`src/design/acw_pkg.sv`:
```
// Package of the serial configuration word link: field positions, codes, timing.
// Assumes a 125 MHz ref_clk on both ends.
package acw_pkg;
   localparam int WORD_W = 12;
   localparam int FRAME_BITS = 16;
   localparam int LOAD_EDGES = 12;
   localparam int MUX_EDGE = 14;
   localparam int BIT_LOAD = 11;
   localparam int BIT_CHAIN = 10;
   localparam int BIT_CH_HI = 8;
   localparam int BIT_CH_LO = 6;
   localparam int BIT_PWR_HI = 5;
   localparam int BIT_PWR_LO = 4;
   localparam int BIT_ALT = 3;
   localparam int BIT_SPAN = 1;
   localparam int BIT_FMT = 0;
   localparam logic [1:0] PWR_NORMAL = 2'h3;
   localparam logic [1:0] PWR_FULL_OFF = 2'h2;
   localparam logic [1:0] PWR_AUTO_OFF = 2'h1;
   localparam logic [1:0] PWR_INVALID = 2'h0;
   localparam logic [11:0] CFG_RESET = 12'h030;
   localparam int REF_CLK_MHZ = 125;
   localparam int WAKE_NS = 1000;
   localparam int WAKE_CYC = (WAKE_NS * REF_CLK_MHZ + 999) / 1000;
   localparam int SCLK_HALF_DIV = 5;
endpackage : acw_pkg

```
`src/design/acw_link_if.sv`:
```
// Serial link between host and converter: chip select, clock, data in/out.
`timescale 1ns/1ps
interface acw_link_if;
   logic csN;
   logic sclk;
   logic dataIn;
   logic dataOut;
   modport host (output csN, output sclk, output dataIn, input dataOut);
   modport dev (input csN, input sclk, input dataIn, output dataOut);
endinterface : acw_link_if

```
`src/design/acw_device.sv`:
```
// Converter end: captures the configuration word and returns address and result.
// Assumes link pins are asynchronous to ref_clk; sclk sampled by ref_clk.
//
// Operation
// - 12-bit write-only configuration word held
// - Sample data input on sclk falling
// - New word governs next conversion only
// - Host gives sixteen clocks per frame
// - Only first twelve falling edges loaded
// - Word sent MSB first, bit 11
// - Fixed bit layout of word fields
// - Load gate bit enables word update
// - Chain and alternate bits pick sequencer
// - Channel pick latched at conversion end
// - Channel code is plain binary index
// - Channel address precedes result bits out
// - Mux switches on fourteenth falling edge
// - Power 11 keeps fully powered
// - Power 10 shuts down, holds word
// - Power 01 shuts down after conversion
// - Host waits one microsecond after wakeup; host waits it before csN falls, and only after auto shutdown
// - Host never loads power code 00
// - Span bit: 0 double, 1 single
// - Format bit: 0 twos, 1 binary
// - Sequencer off: pick selects next channel
`timescale 1ns/1ps
module acw_device
   import acw_pkg::*;
(
   input wire logic ref_clk, // System clock
   input wire logic rstn, // Synchronous reset, active low
   input wire logic clkEn, // Freezes all state while low
   acw_link_if.dev link, // Serial link
   input wire logic [11:0] sampleCode, // Raw converter result, straight binary
   output logic [2:0] muxChannel, // Channel the input mux points at
   output logic [1:0] powerMode, // Active power field
   output logic poweredDown, // Analog core shut down
   output logic spanSingle, // Input span zero to reference
   output logic codeStraight, // Straight binary coding
   output logic [1:0] seqMode, // Chain and alternate bits
   output logic altListLoad // Next frame loads channel list
);
   import acw_pkg::*;

   ////////////////////////////////////////////////////////////////////////////
   // Pin synchronisers: three stages, a change counts when stages 2 and 3 agree
   logic [2:0] csSync, clkSync, dinSync;
   logic csLvl, clkLvl, dinLvl;
   always_ff @(posedge ref_clk) begin
      if (!rstn) begin
         csSync <= 3'h7;
         clkSync <= 3'h7;
         dinSync <= 3'h0;
      end else if (clkEn) begin
         csSync <= {csSync[1:0], link.csN};
         clkSync <= {clkSync[1:0], link.sclk};
         dinSync <= {dinSync[1:0], link.dataIn};
      end
   end
   always_ff @(posedge ref_clk) begin
      if (!rstn) begin
         csLvl <= 1'b1;
         clkLvl <= 1'b1;
         dinLvl <= 1'b0;
      end else if (clkEn) begin
         if (csSync[1] == csSync[2]) csLvl <= csSync[2];
         if (clkSync[1] == clkSync[2]) clkLvl <= clkSync[2];
         if (dinSync[1] == dinSync[2]) dinLvl <= dinSync[2];
      end
   end
   wire logic clkSeen = (clkSync[1] == clkSync[2]) ? clkSync[2] : clkLvl;
   wire logic csSeen = (csSync[1] == csSync[2]) ? csSync[2] : csLvl;
   wire logic sclkFall = clkLvl & ~clkSeen & ~csLvl;
   wire logic frameStart = csLvl & ~csSeen;
   wire logic frameEnd = ~csLvl & csSeen;

   ////////////////////////////////////////////////////////////////////////////
   // Frame counting and capture
   logic [4:0] edgeCnt;
   logic [11:0] shiftIn;
   logic [11:0] cfgWord;
   logic [15:0] shiftOut;
   logic [11:0] convResult;
   logic [2:0] convChannel;
   wire logic [11:0] capWord = {shiftIn[10:0], dinLvl};
   wire logic capDone = sclkFall && (edgeCnt == 5'(LOAD_EDGES - 1));
   wire logic takeWord = capDone && capWord[BIT_LOAD];
   // Don't-care positions forced to zero so they never steer anything
   wire logic [11:0] next_cfgWord = {capWord[11:10], 1'b0, capWord[8:3], 1'b0,
      capWord[1:0]};
   wire logic muxEdge = sclkFall && (edgeCnt == 5'(MUX_EDGE - 1));
   wire logic [11:0] signedCode = {~sampleCode[11], sampleCode[10:0]};

   always_ff @(posedge ref_clk) begin
      if (!rstn) begin
         edgeCnt <= 5'h00;
         shiftIn <= 12'h000;
      end else if (clkEn) begin
         if (frameStart) edgeCnt <= 5'h00;
         else if (sclkFall && edgeCnt != 5'(FRAME_BITS)) edgeCnt <= edgeCnt + 5'h01;
         if (sclkFall && edgeCnt < 5'(LOAD_EDGES)) shiftIn <= capWord[11:0];
      end
   end

   // Word is write-only: no path returns it on the link
   always_ff @(posedge ref_clk) begin
      if (!rstn) cfgWord <= CFG_RESET;
      else if (clkEn && takeWord) cfgWord <= next_cfgWord;
   end

   ////////////////////////////////////////////////////////////////////////////
   // Conversion: sampled at frame start with the settings in force then
   always_ff @(posedge ref_clk) begin
      if (!rstn) begin
         convResult <= 12'h000;
         convChannel <= 3'h0;
         shiftOut <= 16'h0000;
         link.dataOut <= 1'b0;
      end else if (clkEn) begin
         if (frameStart) begin
            convChannel <= muxChannel;
            // Coding from the previous frame's word; span is not applied to the result
            convResult <= codeStraight ? sampleCode : signedCode;
            shiftOut <= 16'h0000;
            link.dataOut <= 1'b0;
         end else if (sclkFall) begin
            if (edgeCnt == 5'h00)
               // Two zeros, two address bits, then result
               shiftOut <= {1'b0, convChannel[1:0], convResult, 1'b0};
            else
               shiftOut <= {shiftOut[14:0], 1'b0};
            link.dataOut <= (edgeCnt == 5'h00) ? 1'b0 : shiftOut[15];
         end else if (frameEnd) link.dataOut <= 1'b0;
      end
   end

   ////////////////////////////////////////////////////////////////////////////
   // Mux, power and mode outputs
   wire logic [1:0] newPower = next_cfgWord[BIT_PWR_HI:BIT_PWR_LO];
   always_ff @(posedge ref_clk) begin
      if (!rstn) begin
         muxChannel <= 3'h0;
         powerMode <= PWR_NORMAL;
         poweredDown <= 1'b0;
         spanSingle <= 1'b0;
         codeStraight <= 1'b0;
         seqMode <= 2'h0;
         altListLoad <= 1'b0;
      end else if (clkEn) begin
         // Binary pick index goes straight to the mux
         if (muxEdge) muxChannel <= cfgWord[BIT_CH_HI:BIT_CH_LO];
         if (takeWord) begin
            powerMode <= newPower;
            spanSingle <= next_cfgWord[BIT_SPAN];
            codeStraight <= next_cfgWord[BIT_FMT];
            seqMode <= {next_cfgWord[BIT_CHAIN], next_cfgWord[BIT_ALT]};
            altListLoad <= ~next_cfgWord[BIT_CHAIN] & next_cfgWord[BIT_ALT];
         end else if (capDone) altListLoad <= 1'b0;
         if (takeWord && newPower == PWR_NORMAL) poweredDown <= 1'b0;
         else if (takeWord && newPower == PWR_FULL_OFF) poweredDown <= 1'b1;
         else if (frameEnd && powerMode == PWR_AUTO_OFF) poweredDown <= 1'b1;
         else if (frameStart && powerMode == PWR_AUTO_OFF) poweredDown <= 1'b0;
      end
   end
endmodule : acw_device

```
`src/flat_wrapper.sv`:
```
// flat-port wrapper written by rule: the top's interface ports become plain ports
module acw_device_flat import acw_pkg::*;
  (ref_clk, rstn, clkEn, sampleCode, muxChannel, powerMode, poweredDown, spanSingle, codeStraight, seqMode, altListLoad, link_csN, link_sclk, link_dataIn, link_dataOut);
  acw_link_if link_i ();
  input wire logic ref_clk;
  input wire logic rstn;
  input wire logic clkEn;
  input wire logic [11:0] sampleCode;
  output logic [2:0] muxChannel;
  output logic [1:0] powerMode;
  output logic poweredDown;
  output logic spanSingle;
  output logic codeStraight;
  output logic [1:0] seqMode;
  output logic altListLoad;
  input wire logic [$bits(link_i.csN)-1:0] link_csN;
  input wire logic [$bits(link_i.sclk)-1:0] link_sclk;
  input wire logic [$bits(link_i.dataIn)-1:0] link_dataIn;
  output wire logic [$bits(link_i.dataOut)-1:0] link_dataOut;
  assign link_i.csN = link_csN;
  assign link_i.sclk = link_sclk;
  assign link_i.dataIn = link_dataIn;
  assign link_dataOut = link_i.dataOut;
  acw_device u_core (.ref_clk(ref_clk), .rstn(rstn), .clkEn(clkEn), .link(link_i), .sampleCode(sampleCode), .muxChannel(muxChannel), .powerMode(powerMode), .poweredDown(poweredDown), .spanSingle(spanSingle), .codeStraight(codeStraight), .seqMode(seqMode), .altListLoad(altListLoad));
endmodule
```
`config.mk`:
```
export PLATFORM = sky130hd
export DESIGN_NAME = acw_device_flat
export DESIGN_NICKNAME = d
export VERILOG_FILES = /design/src/design/acw_pkg.sv /design/src/design/acw_link_if.sv /design/src/design/acw_device.sv /design/src/flat_wrapper.sv
export SDC_FILE = /design/constraint.sdc
export NUM_CORES = 1
export LEC_CHECK = 0
export BUFFER_PORTS_ARGS = -buffer_cell sky130_fd_sc_hd__buf_4
export CELL_PAD_IN_SITES_DETAIL_PLACEMENT = 0
export CELL_PAD_IN_SITES_GLOBAL_PLACEMENT = 1
export CORE_MARGIN = 5
export CORE_UTILIZATION = 39
export CTS_BUF_LIST = sky130_fd_sc_hd__clkbuf_2 sky130_fd_sc_hd__clkbuf_4 sky130_fd_sc_hd__clkbuf_8
export DETAILED_ROUTE_END_ITERATION = 16
export PLACE_DENSITY_LB_ADDON = 0.08
export SETUP_SLACK_MARGIN = 0.15
export SLEW_MARGIN = 20
export SYNTH_ARGS = -nofsm -noshare
export SYNTH_HDL_FRONTEND = slang
export SYNTH_SLANG_ARGS = --single-unit
```
`constraint.sdc`:
```
create_clock -name ref_clk -period 3.47 [get_ports ref_clk]
set_clock_uncertainty 0.15 [all_clocks]
set_input_delay 0 -clock ref_clk [delete_from_list [all_inputs] [get_ports ref_clk]]
set_output_delay 0 -clock ref_clk [all_outputs]
set_load 0.005 [all_outputs]
```
Yosys cells after proc, flatten, opt, wreduce, memory -nomap -nowiden
Index checks and enable logic that the tools add are counted.
Cells by class
  reductions and logical operators: 26
  multiplexer cells: 18
  $lt $le $gt $ge: 1
  add/subtract/negate cells: 1
  bitwise logic cells: 10
  eq/ne operators: 9
Operator list (count)
  $mux W16: 3
  $reduce_and A2 Y1: 10
  $mux W1: 12
  $mux W12: 1
  $eq A5 B4 Y1 const B: 2
  $logic_and A1 B1 Y1: 10
  $mux W5: 2
  $reduce_bool A2 Y1: 3
  $add A5 B1 Y5 const B: 1
  $and A1 B1 Y1: 5
  $logic_not A5 Y1: 1
  $lt A5 B4 Y1 const B: 1
  $ne A5 B5 Y1 const B: 1
  $not A1 Y1: 5
  $eq A2 B2 Y1 const B: 2
  $reduce_bool A4 Y1: 1
  $eq A1 B1 Y1: 3
  $reduce_bool A3 Y1: 1
  $eq A2 B1 Y1 const B: 1
Word-level totals
  bits in registers: 78
  output and inout port bits: 12
  input bits: 18
  word-level logic and storage cells: 85

Logic depth before layout (Yosys ltp)
  depth after elaboration: 10
  mapped depth: 7
  mapped depth without buffers: 7

Worst setup path before layout
OpenSTA, ideal clock, no wires.
  path type: register -> register
  start: register u_core.csLvl
  end: register u_core.convChannel[0]
  path slack: 1.515 ns
  data arrival time: 1.730 ns
  stages on the path, launching flop included: 8
  required time: 3.244 ns
  setup time: 0.076 ns
  period minus slack after synthesis: 1.955 ns
  buffers on the path: 1
  cells stage by stage: dfxtp_1 maj3_1 inv_1 ha_1 and2_0 clkbuf_1 nand2_1 a21boi_0
On the way
  word-level cells in the longest chain between the ends: 4
RTL lines
  from (decl): line acw_device.sv:48  | logic csLvl, clkLvl, dinLvl;
  from (signal assigned): line acw_device.sv:66  | if (csSync[1] == csSync[2]) csLvl <= csSync[2];
  $mux W1: line acw_device.sv:72  | wire logic csSeen = (csSync[1] == csSync[2]) ? csSync[2] : csLvl;
  via u_core.csSeen: line acw_device.sv:72
  $not A1 Y1: line acw_device.sv:74  | wire logic frameStart = csLvl & ~csSeen;
  $and A1 B1 Y1: line acw_device.sv:74
  $reduce_and A2 Y1 (no line)
  to (signal assigned): line acw_device.sv:121  | convChannel <= muxChannel;
  to (decl): line acw_device.sv:84  | logic [2:0] convChannel;
The timed path passes the listed nets, and every way through them passes these cells.
A chain may end at the register's enable or synchronous reset.

Final worst setup path
  start: register u_core.csLvl
  end: register u_core.powerMode[0]
On the way
  word-level cells in the longest chain between the ends: 5
RTL lines
  $not A1 Y1: line acw_device.sv:73  | wire logic sclkFall = clkLvl & ~clkSeen & ~csLvl;
  $and A1 B1 Y1: line acw_device.sv:73
  $logic_and A1 B1 Y1: line acw_device.sv:86  | wire logic capDone = sclkFall && (edgeCnt == 5'(LOAD_EDGES - 1));
  $logic_and A1 B1 Y1: line acw_device.sv:87  | wire logic takeWord = capDone && capWord[BIT_LOAD];
  $reduce_and A2 Y1 (no line)
  to (signal assigned): line acw_device.sv:153  | powerMode <= newPower;
  to (decl): line acw_device.sv:36  | output logic [1:0] powerMode,
No other way between the ends.

==> results summary <==
The post-layout net count is between 300 and 400. Clock-pin slew was measured on the worst setup and hold paths at approximately 70 ps. The utilization of the core after routing came out at a little under half. The number of buffers inserted during clock tree synthesis came out at 9. The worst path meets setup with ~1100 ps of slack.

The static leakage power came out at roughly 1.5 nW. For hold timing, the worst endpoint is u_core.clkSync[1]$_SDFFE_PN1P_. In this run the biggest area consumer among cell types represents around 46% of the synthesized area.

Setup repair after global routing left no endpoint under its margin. The flip-flop cell with the highest count after synthesis is dfxtp_1. The synthesized-area fraction occupied by ao, oa, aoi and oai cells came out at between 10 and 15%. The clock insertion delay at the later pin of the skew report came out at ~340 ps. In this run the number of H-tree levels came out at 3. The total iterations of the first detailed-routing run came out at 4. The unique cell type count in the Yosys netlist is between 40 and 50. The critical path data required time came out at roughly 3500 ps. Entering global routing, the biggest net connects just under 90 pins.

The setup slack at placement came out at between 1000 and 1500 ps. Traced cell by cell, the critical path runs through nor4b_4 > nand4_1 > mux2i_1 > nand2_1. Port buffering added 29 buffers. By area the synthesized netlist is led by dfxtp_1, mux2i_1, nand2_1.

The sum of routed wire length over all layers came out at roughly 6.4 mm. The via count of the routed design came out at roughly 2400. The largest total area in the synthesized netlist belongs to dfxtp_1. Dividing the detail-routed wire length by the instance count gives between 10 and 15 µm. The part of the cycle the worst path needs came out at between 60% and 70%.

The area share of xor/xnor cells in the synthesized design came out at less than 1%. The switching part of the total came out at between 20% and 30%. The internal power summed over all cells came out at roughly 0.0011 W. In this run the critical register-to-register path is launched from u_core.csLvl$_SDFFE_PN1P_.

The endpoint arrival time on the critical path is approximately 2500 ps. The min-delay analysis places its worst path in the category input pin to register. The number of antenna diodes in the final layout is 0. The power share of the combinational group is 4.9%. The maximum clock insertion buffer count came out at 2. STA classifies the critical path endpoint as a register. Sequential elements use between 40% and 50% of the synthesized area. The count of endpoints failing hold in the final timing report was 0. The run finished with clean final reports. For the pin with the worst max-slew slack, the measured transition is a little over 800 ps. The stage delay of the slowest cell on the critical path came out at a little under 700 ps. Routability-driven placement finished with a final weighted congestion of about 0.72. The beginning of the critical path is u_core.csLvl$_SDFFE_PN1P_.

The shortest clock period the worst path allows after layout came out at 2410 ps. The die boundary height came out at 99.43 µm. Summing the areas of all and, or, nand and nor instances in the mapped netlist gives 22.06% of the synthesized area. The number of synthesized flops with an enable pin came out at 0. The number of gates resized after CTS was 0.

The class of the most critical setup path is register to register. Together, buffers and inverters on the worst path number 0. The effective utilization at floorplan is 40.16%. On the critical path the largest part of the delay comes from simple AND/OR/NAND/NOR gates.

The maximum frequency from static timing analysis came out at between 0.4 and 0.5 GHz. The part of the power in registers came out at a little under three fifths. The final-report max-slew violation count came to 0. Summing the areas of all fa, ha and maj instances in the mapped netlist gives about 2.3% of the synthesized area. The first global-routing pass estimated about 11 mm of wire. The core region area came out at 7767 µm². The number of nets in the synthesized netlist is between 300 and 400.

Global routing used between 10% and 20% of the available tracks. Pin placement for this block handled 30 I/O pins. The number of remaining DRC errors is 0. The area growth from synthesis to layout came out at 17.57%. The Yosys warning count came out at 0.

The worst hold slack came out at 40.98 ps. In this run the most critical hold path is launched from rstn. The setup TNS after final layout came out at 0 ps. The max-capacitance violation count came out at 0. The via count of the first global-routing pass is approximately 2300. Across the VDD grid, the largest voltage drop is ~170 µV. The number of instances in the synthesized netlist came out at between 300 and 400. The cell area after layout came out at approximately 3700 µm². The cell area after synthesis came out at ~3100 µm². The proportion of register bits with asynchronous set or reset after synthesis came out at 0%. For this design the ratio of total power to cell area is 396.1 nW/µm². The overflow left after global routing is 0. The placed wire-length estimate is between 3 and 4 mm. The mean area per synthesized cell came out at 9.147 µm². The share of total power dissipated in the clock network is between 30% and 40%. The flop-to-flop setup slack came out at 1060 ps. The total clock sinks is approximately 70.

TritonCTS built the clock tree. Along the worst hold path, the cell count comes to 2. For this block, the initial DRC count from the detailed router was 60. The slowest stage of the critical path belongs to the cell nand4_1. In the final layout, the share of cells above drive strength 1 is between 10% and 20%. In this run the worst path has a maximum fanout of 12. The final setup violation count is 0. The via-per-instance ratio came out at about 5.0. The multiplexer fraction of the synthesized cell area is 10.27%. The count of nets left with antenna violations once routing finished came out at 0. The cell area reported after detailed placement came out at 3338 µm². The number of cells on the worst reg-to-reg path is 4.

The synthesized design contains 72 register bits. STA classifies the critical path startpoint as a register. The worst slew margin relative to its limit is 46.05%. By area, the combinational part of the netlist is dominated by simple AND/OR/NAND/NOR gates. The worst register-to-register path ends at u_core.powerMode[0]$_SDFFE_PN1P_. The initial antenna violation count is 0. CTS placed an instance of clkbuf_8 at the clock tree root. The die width came out at between 90 and 100 µm. The floorplan step defined a die boundary enclosing slightly below 10000 µm². The switching power of the nets is 0.0003211 W. The row count came out at 32.
## worst register-to-register path: cells and delay by family (launching register included)
kind / cells / cell delay, ps
simple gates: 3 / 1430
flops: 1 / 370
mux: 1 / 320
## synth_stat cells, drive strengths merged (5+ instances only)
cell type and count:
clkbuf 15, nor2 6, ha 5, dfxtp 72, nand4 7, a21oi 5, nand3 21, mux2i 32
nor2b 11, a21boi 19, buf 13, o22ai 14, nand2 69, o21ai 19, inv 6
## placed cells by master (no fill, tap or decap), types with 2 or more instances in the layout
| master | synthesis | layout |
|---|---|---|
| nor4b_4 | 2 | 2 |
| and2_1 | 2 | 2 |
| nand2_1 | 69 | 69 |
| a21boi_0 | 17 | 17 |
| dlygate4sd3_1 | 0 | 18 |
| o22ai_1 | 14 | 14 |
| clkbuf_8 | 0 | 9 |
| nand2b_1 | 3 | 3 |
| clkinv_2 | 0 | 2 |
| nor2_1 | 6 | 6 |
| nand4_1 | 7 | 7 |
| ha_1 | 5 | 5 |
| dfxtp_1 | 72 | 72 |
| inv_1 | 6 | 6 |
| nor3b_1 | 3 | 3 |
| o21ai_0 | 19 | 19 |
| a21boi_1 | 2 | 2 |
| nand3_1 | 20 | 20 |
| mux2i_1 | 32 | 32 |
| xor2_1 | 2 | 2 |
| nor2b_1 | 11 | 11 |
| buf_4 | 4 | 33 |
| a21oi_1 | 5 | 5 |
| clkbuf_4 | 0 | 2 |
## power groups by stage
| stage | registers (W) | logic (W) | clock network (W) |
|---|---|---|---|
| 2_1_floorplan | 0.000853 | 0.0000349 | 0 |
| 3_3_place_gp | 0.000854 | 0.0000545 | 0 |
| 3_5_place_dp | 0.000854 | 0.0000546 | 0 |
| 4_1_cts | 0.000835 | 0.0000716 | 0.000567 |
| 5_1_grt | 0.000836 | 0.0000784 | 0.000610 |
| 6_report | 0.000835 | 0.0000708 | 0.000547 |
## per-stage QoR
step | total power (W) | std cells
final | 0.001453 | 479
after global routing | 0.001524 | 479
after CTS | 0.001474 | 479
after detailed placement | 0.0009089 | 448
after global placement | 0.0009086 | 448
after floorplan | 0.0008881 | 341
## layer usage
layer	vias up	part of all wire [%]	GRT usage, %
met3	12	3.1	2.945
li1	1235	-	-
met4	0	2.0	6.618
met1	1093	51	18.37
met5	-	0	0
met2	32	44	20.97
## cell type report
cell class                      instances  area, µm²
Fill cell                             775       4100
Multi-Input combinational cell        235       1499
Sequential cell                        72       1441
Timing Repair Buffer                   51      427.9
Clock buffer                           11      138.9
Tap cell                              102      127.6
Inverter                                6      22.52
Clock inverter                          2      10.01
## registers in the layout (all words and copies together), names as in the netlist, 2 cells and up
register            count
u_core.convChannel      2
u_core.cfgWord          6
u_core.csSync           3
u_core.shiftOut        15
u_core.muxChannel       3
u_core.edgeCnt          5
u_core.seqMode          2
u_core.shiftIn         11
u_core.convResult      12
u_core.clkSync          3
u_core.dinSync          3
## how the worst max path moves through the flow
stage | end | cells past startpoint
final | u_core.powerMode[0]$_SDFFE_PN1P_ | 4
after global routing | u_core.shiftIn[7]$_SDFFE_PN0P_ | 4
after CTS | u_core.powerMode[0]$_SDFFE_PN1P_ | 4
after detailed placement | u_core.powerMode[0]$_SDFFE_PN1P_ | 4
after global placement | u_core.cfgWord[5]$_SDFFE_PN1P_ | 4
after floorplan | u_core.convChannel[0]$_SDFFE_PN0P_ | 7
## logic make-up (layout without fill, tap and decap cells)
group / count (synthesis) / count (layout)
flops: 72 / 72
fa+ha+maj: 6 / 6
xor+xnor: 3 / 3
simple gates: 132 / 132
buf+inv: 34 / 70
compound gates: 62 / 62
mux: 32 / 32
## repair_timing
item	CTS	global route
endpoints found under the hold margin	21	0
hold buffers	18	0
setup buffers	0	0
(Power assumes the default switching activity.)
